==> config.mk <==
export PLATFORM = sky130hd
export DESIGN_NAME = mrie_exec
export DESIGN_NICKNAME = d
export VERILOG_FILES = /design/src/verilog/mrie_exec.v /design/src/verilog/mrie_ptr_file.v
export VERILOG_INCLUDE_DIRS = /design/src /design/src/inc
export SDC_FILE = /design/constraint.sdc
export NUM_CORES = 1
export LEC_CHECK = 0
export BUFFER_PORTS_ARGS = -buffer_cell sky130_fd_sc_hd__buf_2
export CAP_MARGIN = 20
export CORE_MARGIN = 2
export CORE_UTILIZATION = 39
export CTS_CLUSTER_SIZE = 28
export DETAILED_ROUTE_END_ITERATION = 8
export GPL_TIMING_DRIVEN = 0
export PLACE_DENSITY_LB_ADDON = 0.3
export RECOVER_POWER = 25
export SLEW_MARGIN = 20
export SYNTH_ARGS = -nofsm -noshare
export SYNTH_HDL_FRONTEND = slang
export SYNTH_HIERARCHICAL = 1
export SYNTH_SLANG_ARGS = --single-unit
==> constraint.sdc <==
create_clock -name core_clk -period 6.9 [get_ports core_clk]
set_clock_uncertainty 0.1 [all_clocks]
set_input_delay 1.035 -clock core_clk [delete_from_list [all_inputs] [get_ports core_clk]]
set_output_delay 1.035 -clock core_clk [all_outputs]
set_load 0.02 [all_outputs]
==> src/inc/mrie_consts.vh <==
// Constants for the move and return instruction execution block
`ifndef MRIE_CONSTS_VH
`define MRIE_CONSTS_VH

// Instruction word width and opcode patterns
`define MRIE_IW            14
`define MRIE_DIR_MASK      14'h3f80
`define MRIE_DIR_MATCH     14'h0100
`define MRIE_IND_MASK      14'h3ff8
`define MRIE_IND_MATCH     14'h0020
`define MRIE_REL_MASK      14'h3f80
`define MRIE_REL_MATCH     14'h0380
`define MRIE_OP_NOP        14'h0000
`define MRIE_OP_OPTION     14'h0040
`define MRIE_OP_SWRESET    14'h0041
`define MRIE_OP_IRQRET     14'h0042
`define MRIE_OP_SUBRET     14'h0043

// Operand field positions
`define MRIE_F_HI          6
`define MRIE_IND_SEL_BIT   2
`define MRIE_MODE_HI       1
`define MRIE_MODE_LO       0
`define MRIE_REL_SEL_BIT   6
`define MRIE_K_HI          5
`define MRIE_K_W           6

// Update mode field encodings
`define MRIE_MODE_PREINC   2'h0
`define MRIE_MODE_PREDEC   2'h1
`define MRIE_MODE_POSTINC  2'h2
`define MRIE_MODE_POSTDEC  2'h3

// File addresses of the two indirect data registers
`define MRIE_IND0_ADDR     7'h00
`define MRIE_IND1_ADDR     7'h01

// Register port indices
`define MRIE_REG_PTR0_LO   3'h0
`define MRIE_REG_PTR0_HI   3'h1
`define MRIE_REG_PTR1_LO   3'h2
`define MRIE_REG_PTR1_HI   3'h3
`define MRIE_REG_OPTION    3'h4
`define MRIE_REG_PWRCTL    3'h5
`define MRIE_REG_IRQCTL    3'h6

// Field positions and reset values
`define MRIE_RI_BIT        0
`define MRIE_GIE_BIT       7
`define MRIE_OPTION_RST    8'hff
`define MRIE_RI_RST        1'h1
`define MRIE_GIE_RST       1'h0
`define MRIE_PTR_RST       16'h0000

// Execution states
`define MRIE_ST_RUN        1'h0
`define MRIE_ST_FLUSH      1'h1

`endif

==> src/verilog/mrie_exec.v <==
// Execution of store, option, reset and return instructions
`timescale 1ns/1ps
`default_nettype none
`include "mrie_consts.vh"

module mrie_exec #(
  parameter PW  = 16,
  parameter DW  = 8,
  parameter PCW = 15,
  parameter AW  = 3
) (
  input  wire                core_clk,
  input  wire                rst,
  input  wire [`MRIE_IW-1:0] instr_word,
  input  wire                instr_valid,
  output wire                instr_ready,
  input  wire [DW-1:0]       w_reg,
  input  wire [PCW-1:0]      stack_top,
  output reg                 mem_wr_en,
  output reg  [PW-1:0]       mem_wr_addr,
  output reg  [DW-1:0]       mem_wr_data,
  output reg                 pc_advance,
  output reg                 pc_load,
  output reg  [PCW-1:0]      pc_value,
  output reg                 stack_pop,
  output reg                 soft_reset_req,
  output reg  [DW-1:0]       option_reg,
  output reg                 reset_instr_flag,
  output reg                 global_irq_enable,
  output wire [PW-1:0]       pointer_0,
  output wire [PW-1:0]       pointer_1,
  input  wire [AW-1:0]       reg_addr,
  input  wire [DW-1:0]       reg_wdata,
  input  wire                reg_wr,
  input  wire                reg_rd,
  output reg  [DW-1:0]       reg_rdata
);

  localparam HW = PW / 2;

  // Execution states of the return sequencer
  localparam [0:0] ST_RUN   = `MRIE_ST_RUN;
  localparam [0:0] ST_FLUSH = `MRIE_ST_FLUSH;

  // Step a pointer by one; the carry out is dropped on purpose
  function [PW-1:0] ptr_step;
    input [PW-1:0] p;
    input          dec;
    begin
      if (dec)
        ptr_step = p - {{(PW-1){1'b0}}, 1'b1};
      else
        ptr_step = p + {{(PW-1){1'b0}}, 1'b1};
    end
  endfunction

  // Pointer plus sign-extended offset, wrapping in the pointer width
  function [PW-1:0] ptr_offset;
    input [PW-1:0]         p;
    input [`MRIE_K_W-1:0]  k;
    begin
      ptr_offset = p + {{(PW-`MRIE_K_W){k[`MRIE_K_W-1]}}, k};
    end
  endfunction

  // Choose pointer 0 or 1 from a one-bit select operand
  function [PW-1:0] pick_ptr;
    input [PW-1:0] p0;
    input [PW-1:0] p1;
    input          sel;
    begin
      pick_ptr = sel ? p1 : p0;
    end
  endfunction

  // Sequencer state and the two live pointer values
  reg          state;
  wire [PW-1:0] ptr0;
  wire [PW-1:0] ptr1;

  assign pointer_0 = ptr0;
  assign pointer_1 = ptr1;

  // New instructions are held off during the second cycle of a return
  assign instr_ready = (state == ST_RUN);

  wire take = instr_valid && instr_ready;

  // Opcode decode
  wire is_dir = (instr_word & `MRIE_DIR_MASK) == `MRIE_DIR_MATCH;
  wire is_ind = (instr_word & `MRIE_IND_MASK) == `MRIE_IND_MATCH;
  wire is_rel = (instr_word & `MRIE_REL_MASK) == `MRIE_REL_MATCH;
  wire is_nop = instr_word == `MRIE_OP_NOP;
  wire is_opt = instr_word == `MRIE_OP_OPTION;
  wire is_swr = instr_word == `MRIE_OP_SWRESET;
  wire is_irt = instr_word == `MRIE_OP_IRQRET;
  wire is_srt = instr_word == `MRIE_OP_SUBRET;

  // Operand fields of the offered word
  wire [6:0] f_addr = instr_word[`MRIE_F_HI:0];
  wire [1:0] mode   = instr_word[`MRIE_MODE_HI:`MRIE_MODE_LO];
  wire       ind_n  = instr_word[`MRIE_IND_SEL_BIT];
  wire       rel_n  = instr_word[`MRIE_REL_SEL_BIT];
  wire [`MRIE_K_W-1:0] k_off = instr_word[`MRIE_K_HI:0];

  // Decode results for the store forms
  reg [PW-1:0] ea;
  reg          ea_we;
  reg          upd_we;
  reg          upd_idx;
  reg [PW-1:0] upd_val;
  reg [PW-1:0] sel_ptr;
  reg [PW-1:0] stepped;

  // Effective address and pointer update for the store forms
  always @* begin
    ea      = {PW{1'b0}};
    ea_we   = 1'b0;
    upd_we  = 1'b0;
    upd_idx = 1'b0;
    upd_val = {PW{1'b0}};
    sel_ptr = ptr0;
    stepped = ptr0;
    if (take && is_dir) begin
      ea_we = 1'b1;
      // Indirect data registers are aliases of the pointed location
      if (f_addr == `MRIE_IND0_ADDR)
        ea = ptr0;
      else if (f_addr == `MRIE_IND1_ADDR)
        ea = ptr1;
      else
        ea = {{(PW-7){1'b0}}, f_addr};
    end else if (take && is_ind) begin
      sel_ptr = pick_ptr(ptr0, ptr1, ind_n);
      // Mode bit 0 picks decrement, bit 1 picks post
      stepped = ptr_step(sel_ptr, mode[0]);
      ea_we   = 1'b1;
      upd_we  = 1'b1;
      upd_idx = ind_n;
      upd_val = stepped;
      case (mode)
        `MRIE_MODE_PREINC,
        `MRIE_MODE_PREDEC:  ea = stepped;
        `MRIE_MODE_POSTINC,
        `MRIE_MODE_POSTDEC: ea = sel_ptr;
        default:            ea = sel_ptr;
      endcase
    end else if (take && is_rel) begin
      sel_ptr = pick_ptr(ptr0, ptr1, rel_n);
      ea      = ptr_offset(sel_ptr, k_off);
      ea_we   = 1'b1;
    end
  end

  // Pointer port: instruction update wins over a register port write
  wire bus_ptr = reg_wr &&
                 (reg_addr == `MRIE_REG_PTR0_LO ||
                  reg_addr == `MRIE_REG_PTR0_HI ||
                  reg_addr == `MRIE_REG_PTR1_LO ||
                  reg_addr == `MRIE_REG_PTR1_HI);
  wire bus_idx = (reg_addr == `MRIE_REG_PTR1_LO) ||
                 (reg_addr == `MRIE_REG_PTR1_HI);
  wire bus_hi  = (reg_addr == `MRIE_REG_PTR0_HI) ||
                 (reg_addr == `MRIE_REG_PTR1_HI);

  wire          pf_we  = upd_we || bus_ptr;
  wire          pf_idx = upd_we ? upd_idx : bus_idx;
  wire [1:0]    pf_be  = upd_we ? 2'h3 : (bus_hi ? 2'h2 : 2'h1);
  wire [PW-1:0] pf_val = upd_we ? upd_val : {reg_wdata, reg_wdata};

  mrie_ptr_file #(
    .PW (PW)
  ) u_ptr_file (
    .core_clk (core_clk),
    .rst      (rst),
    .wr_en    (pf_we),
    .wr_idx   (pf_idx),
    .wr_be    (pf_be),
    .wr_val   (pf_val),
    .ptr0     (ptr0),
    .ptr1     (ptr1)
  );

  // Data memory write port, registered so outputs come from flip-flops
  always @(posedge core_clk or posedge rst) begin
    if (rst) begin
      mem_wr_en   <= 1'b0;
      mem_wr_addr <= {PW{1'b0}};
      mem_wr_data <= {DW{1'b0}};
    end else begin
      mem_wr_en <= ea_we;
      if (ea_we) begin
        mem_wr_addr <= ea;
        mem_wr_data <= w_reg;
      end
    end
  end

  // Sequencing: returns hold the pipe for a second, flush cycle
  always @(posedge core_clk or posedge rst) begin
    if (rst) begin
      state          <= ST_RUN;
      pc_advance     <= 1'b0;
      pc_load        <= 1'b0;
      pc_value       <= {PCW{1'b0}};
      stack_pop      <= 1'b0;
      soft_reset_req <= 1'b0;
    end else begin
      pc_advance     <= 1'b0;
      pc_load        <= 1'b0;
      stack_pop      <= 1'b0;
      soft_reset_req <= 1'b0;
      case (state)
        ST_RUN: begin
          if (take && (is_irt || is_srt)) begin
            stack_pop <= 1'b1;
            pc_load   <= 1'b1;
            pc_value  <= stack_top;
            state     <= ST_FLUSH;
          end else if (take && is_swr) begin
            soft_reset_req <= 1'b1;
          end else if (take && (is_dir || is_ind || is_rel ||
                                is_nop || is_opt)) begin
            pc_advance <= 1'b1;
          end
        end
        ST_FLUSH: begin
          state <= ST_RUN;
        end
        default: begin
          state <= ST_RUN;
        end
      endcase
    end
  end

  // Option, power control and interrupt control; instruction effects win
  always @(posedge core_clk or posedge rst) begin
    if (rst) begin
      option_reg        <= `MRIE_OPTION_RST;
      reset_instr_flag  <= `MRIE_RI_RST;
      global_irq_enable <= `MRIE_GIE_RST;
    end else begin
      if (reg_wr && reg_addr == `MRIE_REG_OPTION)
        option_reg <= reg_wdata;
      if (reg_wr && reg_addr == `MRIE_REG_PWRCTL)
        reset_instr_flag <= reg_wdata[`MRIE_RI_BIT];
      if (reg_wr && reg_addr == `MRIE_REG_IRQCTL)
        global_irq_enable <= reg_wdata[`MRIE_GIE_BIT];
      // Instruction effects come last so they override a same-cycle write
      if (take && is_opt)
        option_reg <= w_reg;
      if (take && is_swr)
        reset_instr_flag <= 1'b0;
      if (take && is_irt)
        global_irq_enable <= 1'b1;
    end
  end

  // Combinational read selection for the register port
  reg [DW-1:0] rd_mux;

  // Read mux; unmapped addresses read as zero
  always @* begin
    rd_mux = {DW{1'b0}};
    case (reg_addr)
      `MRIE_REG_PTR0_LO: rd_mux = ptr0[HW-1:0];
      `MRIE_REG_PTR0_HI: rd_mux = ptr0[PW-1:HW];
      `MRIE_REG_PTR1_LO: rd_mux = ptr1[HW-1:0];
      `MRIE_REG_PTR1_HI: rd_mux = ptr1[PW-1:HW];
      `MRIE_REG_OPTION:  rd_mux = option_reg;
      `MRIE_REG_PWRCTL:  rd_mux[`MRIE_RI_BIT] = reset_instr_flag;
      `MRIE_REG_IRQCTL:  rd_mux[`MRIE_GIE_BIT] = global_irq_enable;
      default:           rd_mux = {DW{1'b0}};
    endcase
  end

  // Read data stands only in the cycle after the strobe
  always @(posedge core_clk or posedge rst) begin
    if (rst)
      reg_rdata <= {DW{1'b0}};
    else if (reg_rd)
      reg_rdata <= rd_mux;
    else
      reg_rdata <= {DW{1'b0}};
  end

endmodule // mrie_exec
`default_nettype wire

==> src/verilog/mrie_ptr_file.v <==
// Two 16-bit pointer registers with byte-lane writes
`timescale 1ns/1ps
`default_nettype none
`include "mrie_consts.vh"

module mrie_ptr_file #(
  parameter PW = 16
) (
  input  wire          core_clk,
  input  wire          rst,
  input  wire          wr_en,
  input  wire          wr_idx,
  input  wire [1:0]    wr_be,
  input  wire [PW-1:0] wr_val,
  output reg  [PW-1:0] ptr0,
  output reg  [PW-1:0] ptr1
);

  localparam HW = PW / 2;

  // Each lane writes on its own so the port can update one byte at a time
  always @(posedge core_clk or posedge rst) begin
    if (rst) begin
      ptr0 <= `MRIE_PTR_RST;
      ptr1 <= `MRIE_PTR_RST;
    end else if (wr_en) begin
      if (!wr_idx) begin
        if (wr_be[0]) ptr0[HW-1:0]  <= wr_val[HW-1:0];
        if (wr_be[1]) ptr0[PW-1:HW] <= wr_val[PW-1:HW];
      end else begin
        if (wr_be[0]) ptr1[HW-1:0]  <= wr_val[HW-1:0];
        if (wr_be[1]) ptr1[PW-1:HW] <= wr_val[PW-1:HW];
      end
    end
  end

endmodule // mrie_ptr_file
`default_nettype wire

==> run_summary.xml <==
<?xml version="1.0" encoding="UTF-8"?>
<metrics>
  <group name="power">
    <metric name="irDropWorstVdd" unit="V">0.000149</metric>
    <metric name="p_leak" unit="nW">3.76</metric>
    <metric name="cell_pwr_density" unit="nW/um^2">279</metric>
    <metric name="power.total" unit="mW">2.21</metric>
  </group>
  <group name="final_layout">
    <metric name="layout-drive-gt1-share" unit="%">30.4</metric>
    <metric name="final_cell_mix" unit="">151 x sky130_fd_sc_hd__buf_2, 117 x sky130_fd_sc_hd__nand2_1, 84 x sky130_fd_sc_hd__dfrtp_1, 70 x sky130_fd_sc_hd__mux2_2, 60 x sky130_fd_sc_hd__o21ai_0</metric>
    <metric name="top_regs" unit="">mem_wr_addr x16, u_ptr_file/ptr0 x16, u_ptr_file/ptr1 x16</metric>
    <metric name="antenna-diode-count" unit="">0</metric>
    <metric name="num-nets-final" unit="">967</metric>
    <metric name="fill_cells" unit="">1659</metric>
    <metric name="layout.cells.most_common" unit="">sky130_fd_sc_hd__buf_2</metric>
    <metric name="area.growth.synth_to_final" unit="%">21.0</metric>
  </group>
  <group name="floorplanning">
    <metric name="placement_rows" unit="">47</metric>
    <metric name="fp.dieArea" unit="sq um">17800</metric>
    <metric name="area_of_the_core" unit="sq um">16500</metric>
    <metric name="die_height" unit="um">133</metric>
    <metric name="floorplan.initialDensity" unit="%">39.7</metric>
    <metric name="number_of_top_level_design_ports" unit="">148</metric>
    <metric name="floorplan.die.width" unit="um">133</metric>
  </group>
  <group name="timing">
    <metric name="maxSlewHeadroom" unit="%">-71.9</metric>
    <metric name="timing.setup.tns" unit="ns">0</metric>
    <metric name="worst_slew_pin_slew" unit="ns">2.58</metric>
    <metric name="report.final.setup_viol" unit="">0</metric>
    <metric name="final-max-slew-violation-count" unit="">49</metric>
    <metric name="achievable-frequency" unit="MHz">201</metric>
    <metric name="final_period_minus_worst_setup_slack" unit="ns">4.98</metric>
    <metric name="report.final.hold_viol_count" unit="">0</metric>
    <metric name="min_period_over_period" unit="%">72.2</metric>
    <metric name="rsz0062_at_grt" unit="">no</metric>
  </group>
  <group name="worst_hold_path">
    <metric name="worstHoldPathType" unit="">flop to flop</metric>
  </group>
  <group name="critical_path">
    <metric name="timing.critical_path.fanout_max" unit="">10</metric>
    <metric name="crit_type" unit="">input port to flop</metric>
    <metric name="cp_data_arrival_time" unit="ns">5.12</metric>
    <metric name="worst_setup_path_start_kind" unit="">input port</metric>
    <metric name="worst_setup_path_end_kind" unit="">flop</metric>
    <metric name="required" unit="ns">7.04</metric>
  </group>
  <group name="synthesis">
    <metric name="synth_instances" unit="">724</metric>
    <metric name="count_of_state_elements_after_synthesis" unit="">93</metric>
    <metric name="synth_top_cell_by_area" unit="">sky130_fd_sc_hd__dfrtp_1</metric>
    <metric name="synth.yosys.seq_area_share" unit="%">35.8</metric>
    <metric name="ys_dominant_reg_cell" unit="">sky130_fd_sc_hd__dfrtp_1</metric>
    <metric name="synth_cell_type_count" unit="">67</metric>
    <metric name="synth_area_leaders" unit="">sky130_fd_sc_hd__dfrtp_1 32%, sky130_fd_sc_hd__mux2_2 12%, sky130_fd_sc_hd__nand2_1 6.7%</metric>
    <metric name="async_flop_share" unit="%">100</metric>
    <metric name="total_of_warnings_raised_by_yosys" unit="">6</metric>
    <metric name="synthesized_nets" unit="">808</metric>
    <metric name="yosys.area.top_type_share" unit="%">32.2</metric>
    <metric name="synthesis.area" unit="sq um">6540</metric>
    <metric name="synth_edf_count" unit="">0</metric>
    <metric name="synthesis.area_per_instance" unit="sq um">9.03</metric>
  </group>
  <group name="global_routing">
    <metric name="grt-ovfl-total" unit="">0</metric>
    <metric name="groute.usage.overall" unit="%">24.0</metric>
    <metric name="pin_count_of_the_biggest_net_entering_global_routing" unit="">49</metric>
    <metric name="grt_first_pass_wirelength" unit="um">32900</metric>
    <metric name="use_met1" unit="%">32.9</metric>
    <metric name="number_of_antenna_violations_at_the_first_check_in_global_routing" unit="">0</metric>
    <metric name="grt_util_met2" unit="%">37.6</metric>
    <metric name="grt_pass1_vias" unit="">5877</metric>
    <metric name="gr-usage-met3" unit="%">4.68</metric>
    <metric name="global_route.peak_usage_layer" unit="">met2</metric>
  </group>
  <group name="cts">
    <metric name="worstSkewPairLatency" unit="ns">0.35</metric>
    <metric name="clk_pin_slew" unit="ns">0.07</metric>
    <metric name="post_cts.repair.setup_buffers" unit="">0</metric>
    <metric name="cts_tree" unit="">done</metric>
    <metric name="cts_root_buf" unit="">sky130_fd_sc_hd__clkbuf_16</metric>
    <metric name="htree_levels" unit="">3</metric>
    <metric name="holdBufCountCts" unit="">0</metric>
    <metric name="clock_sink_count" unit="">93</metric>
    <metric name="num_cts_buffers" unit="">9</metric>
    <metric name="number_of_resized_instances_in_the_post_cts_repair_step" unit="">0</metric>
    <metric name="cts.path.max_buffers" unit="">2</metric>
  </group>
  <group name="drt">
    <metric name="number_of_drc_markers_in_iteration_0" unit="">536</metric>
    <metric name="final_antenna_net_count" unit="">0</metric>
    <metric name="post_drt_wl_per_cell" unit="um">19.7</metric>
    <metric name="drt_pass1_iterations" unit="">6</metric>
    <metric name="drc" unit="">0</metric>
    <metric name="totalWireLength" unit="um">21800</metric>
    <metric name="drt-vias-per-instance" unit="">5.71</metric>
    <metric name="via_count" unit="">6330</metric>
  </group>
  <group name="status">
    <metric name="outcome" unit="">finished with violations</metric>
    <metric name="violations" unit="">max-capacitance violations, max-slew violations</metric>
  </group>
  <group name="run">
    <metric name="maxCapViolCount" unit="">1</metric>
  </group>
  <group name="placed_design">
    <metric name="place_hpwl" unit="um">16900</metric>
    <metric name="place.gp.congestion" unit="">0.947</metric>
    <metric name="port-buffer-count" unit="">147</metric>
  </group>
</metrics>
-- where the power goes --
| part | switching (mW) | internal (mW) | total (mW) |
|---|---|---|---|
| Sequential | 0.129 | 0.637 | 0.766 |
| Clock | 0.227 | 0.368 | 0.595 |
| Combinational | 0.492 | 0.352 | 0.844 |
| Total | 0.848 | 1.36 | 2.21 |
-- worst paths after layout --
path,cells past startpoint,endpoint,slack (ns),startpoint
worst max-delay path,14,u_ptr_file/ptr1[15],1.92,instr_word[2]
worst min-delay path,2,pc_value[5],0.37,pc_value[5]
worst max register to register,11,u_ptr_file/ptr1[15],3.41,u_ptr_file/ptr1[8]
worst min register to register,2,pc_value[5],0.37,pc_value[5]
max in group asynchronous,3,pc_value[14],3.21,rst
min in group asynchronous,2,mem_wr_addr[13],0.66,rst
-- critical path, cell delays in order --
cell and delay, ns:
sky130_fd_sc_hd__buf_2 0.12, sky130_fd_sc_hd__clkbuf_1 0.52, sky130_fd_sc_hd__clkbuf_1 0.55, sky130_fd_sc_hd__mux2_2 0.42, sky130_fd_sc_hd__ha_1 0.33, sky130_fd_sc_hd__a21oi_1 0.31
sky130_fd_sc_hd__o21ai_0 0.19, sky130_fd_sc_hd__a221o_1 0.38, sky130_fd_sc_hd__nor3_1 0.14, sky130_fd_sc_hd__a211o_1 0.22, sky130_fd_sc_hd__o21a_1 0.19, sky130_fd_sc_hd__xor2_1 0.25
sky130_fd_sc_hd__o21ai_0 0.16, sky130_fd_sc_hd__mux2_2 0.30
-- synth_stat cells (all sizes together) (7+ instances only) --
master / instances
nand2: 117
dfrtp: 84
mux2: 70
o21ai: 62
nor2: 45
a21oi: 41
ha: 29
clkbuf: 24
nor3: 17
mux2i: 16
xnor2: 15
a22oi: 14
inv: 14
nand3: 13
a221oi: 11
o21a: 11
and2: 9
buf: 9
dfstp: 9
a21o: 8
nor2b: 8
o22ai: 8
xor2: 7
-- per-layer routing --
layer / part of all wire [%] / wire length, um
met1: 44 / 9630
met4: 3.0 / 646
met2: 46 / 9970
met5: 0 / 0
met3: 7.1 / 1540
-- layout make-up --
class                   count  area, sq um  share of cell area [%]
inverters                  14         53.8                   0.680
plain buffers              33          141                    1.79
well taps                 220          275                    3.48
clock inverters             6          118                    1.49
clock buffers              10          239                    3.02
multi-input cells         584         4000                    50.6
flip-flops and latches     93         2340                    29.6
repair buffers            148          738                    9.34
-- logic make-up after synthesis --
family | share of synthesized area [%]
mux | 14.5
xor+xnor | 2.95
buf+inv | 2.97
simple gates | 18.0
fa+ha+maj | 6.17
flops | 35.8
compound gates | 19.6
-- metrics by stage --
step                setup slack (ns)  hold WS, ns  cell area [sq um]  cells  utilization [%]
floorplan                       2.68        0.469               6540    724                -
global placement                1.69        0.353               7550   1091             45.8
detailed placement              1.69        0.356               7580   1092             46.0
CTS                             2.03        0.372               7930   1108             48.2
global route                    1.73        0.390               7910   1108             48.0
finish                          1.92        0.369               7910   1108             48.0
Power figures use the tool's default switching activity.
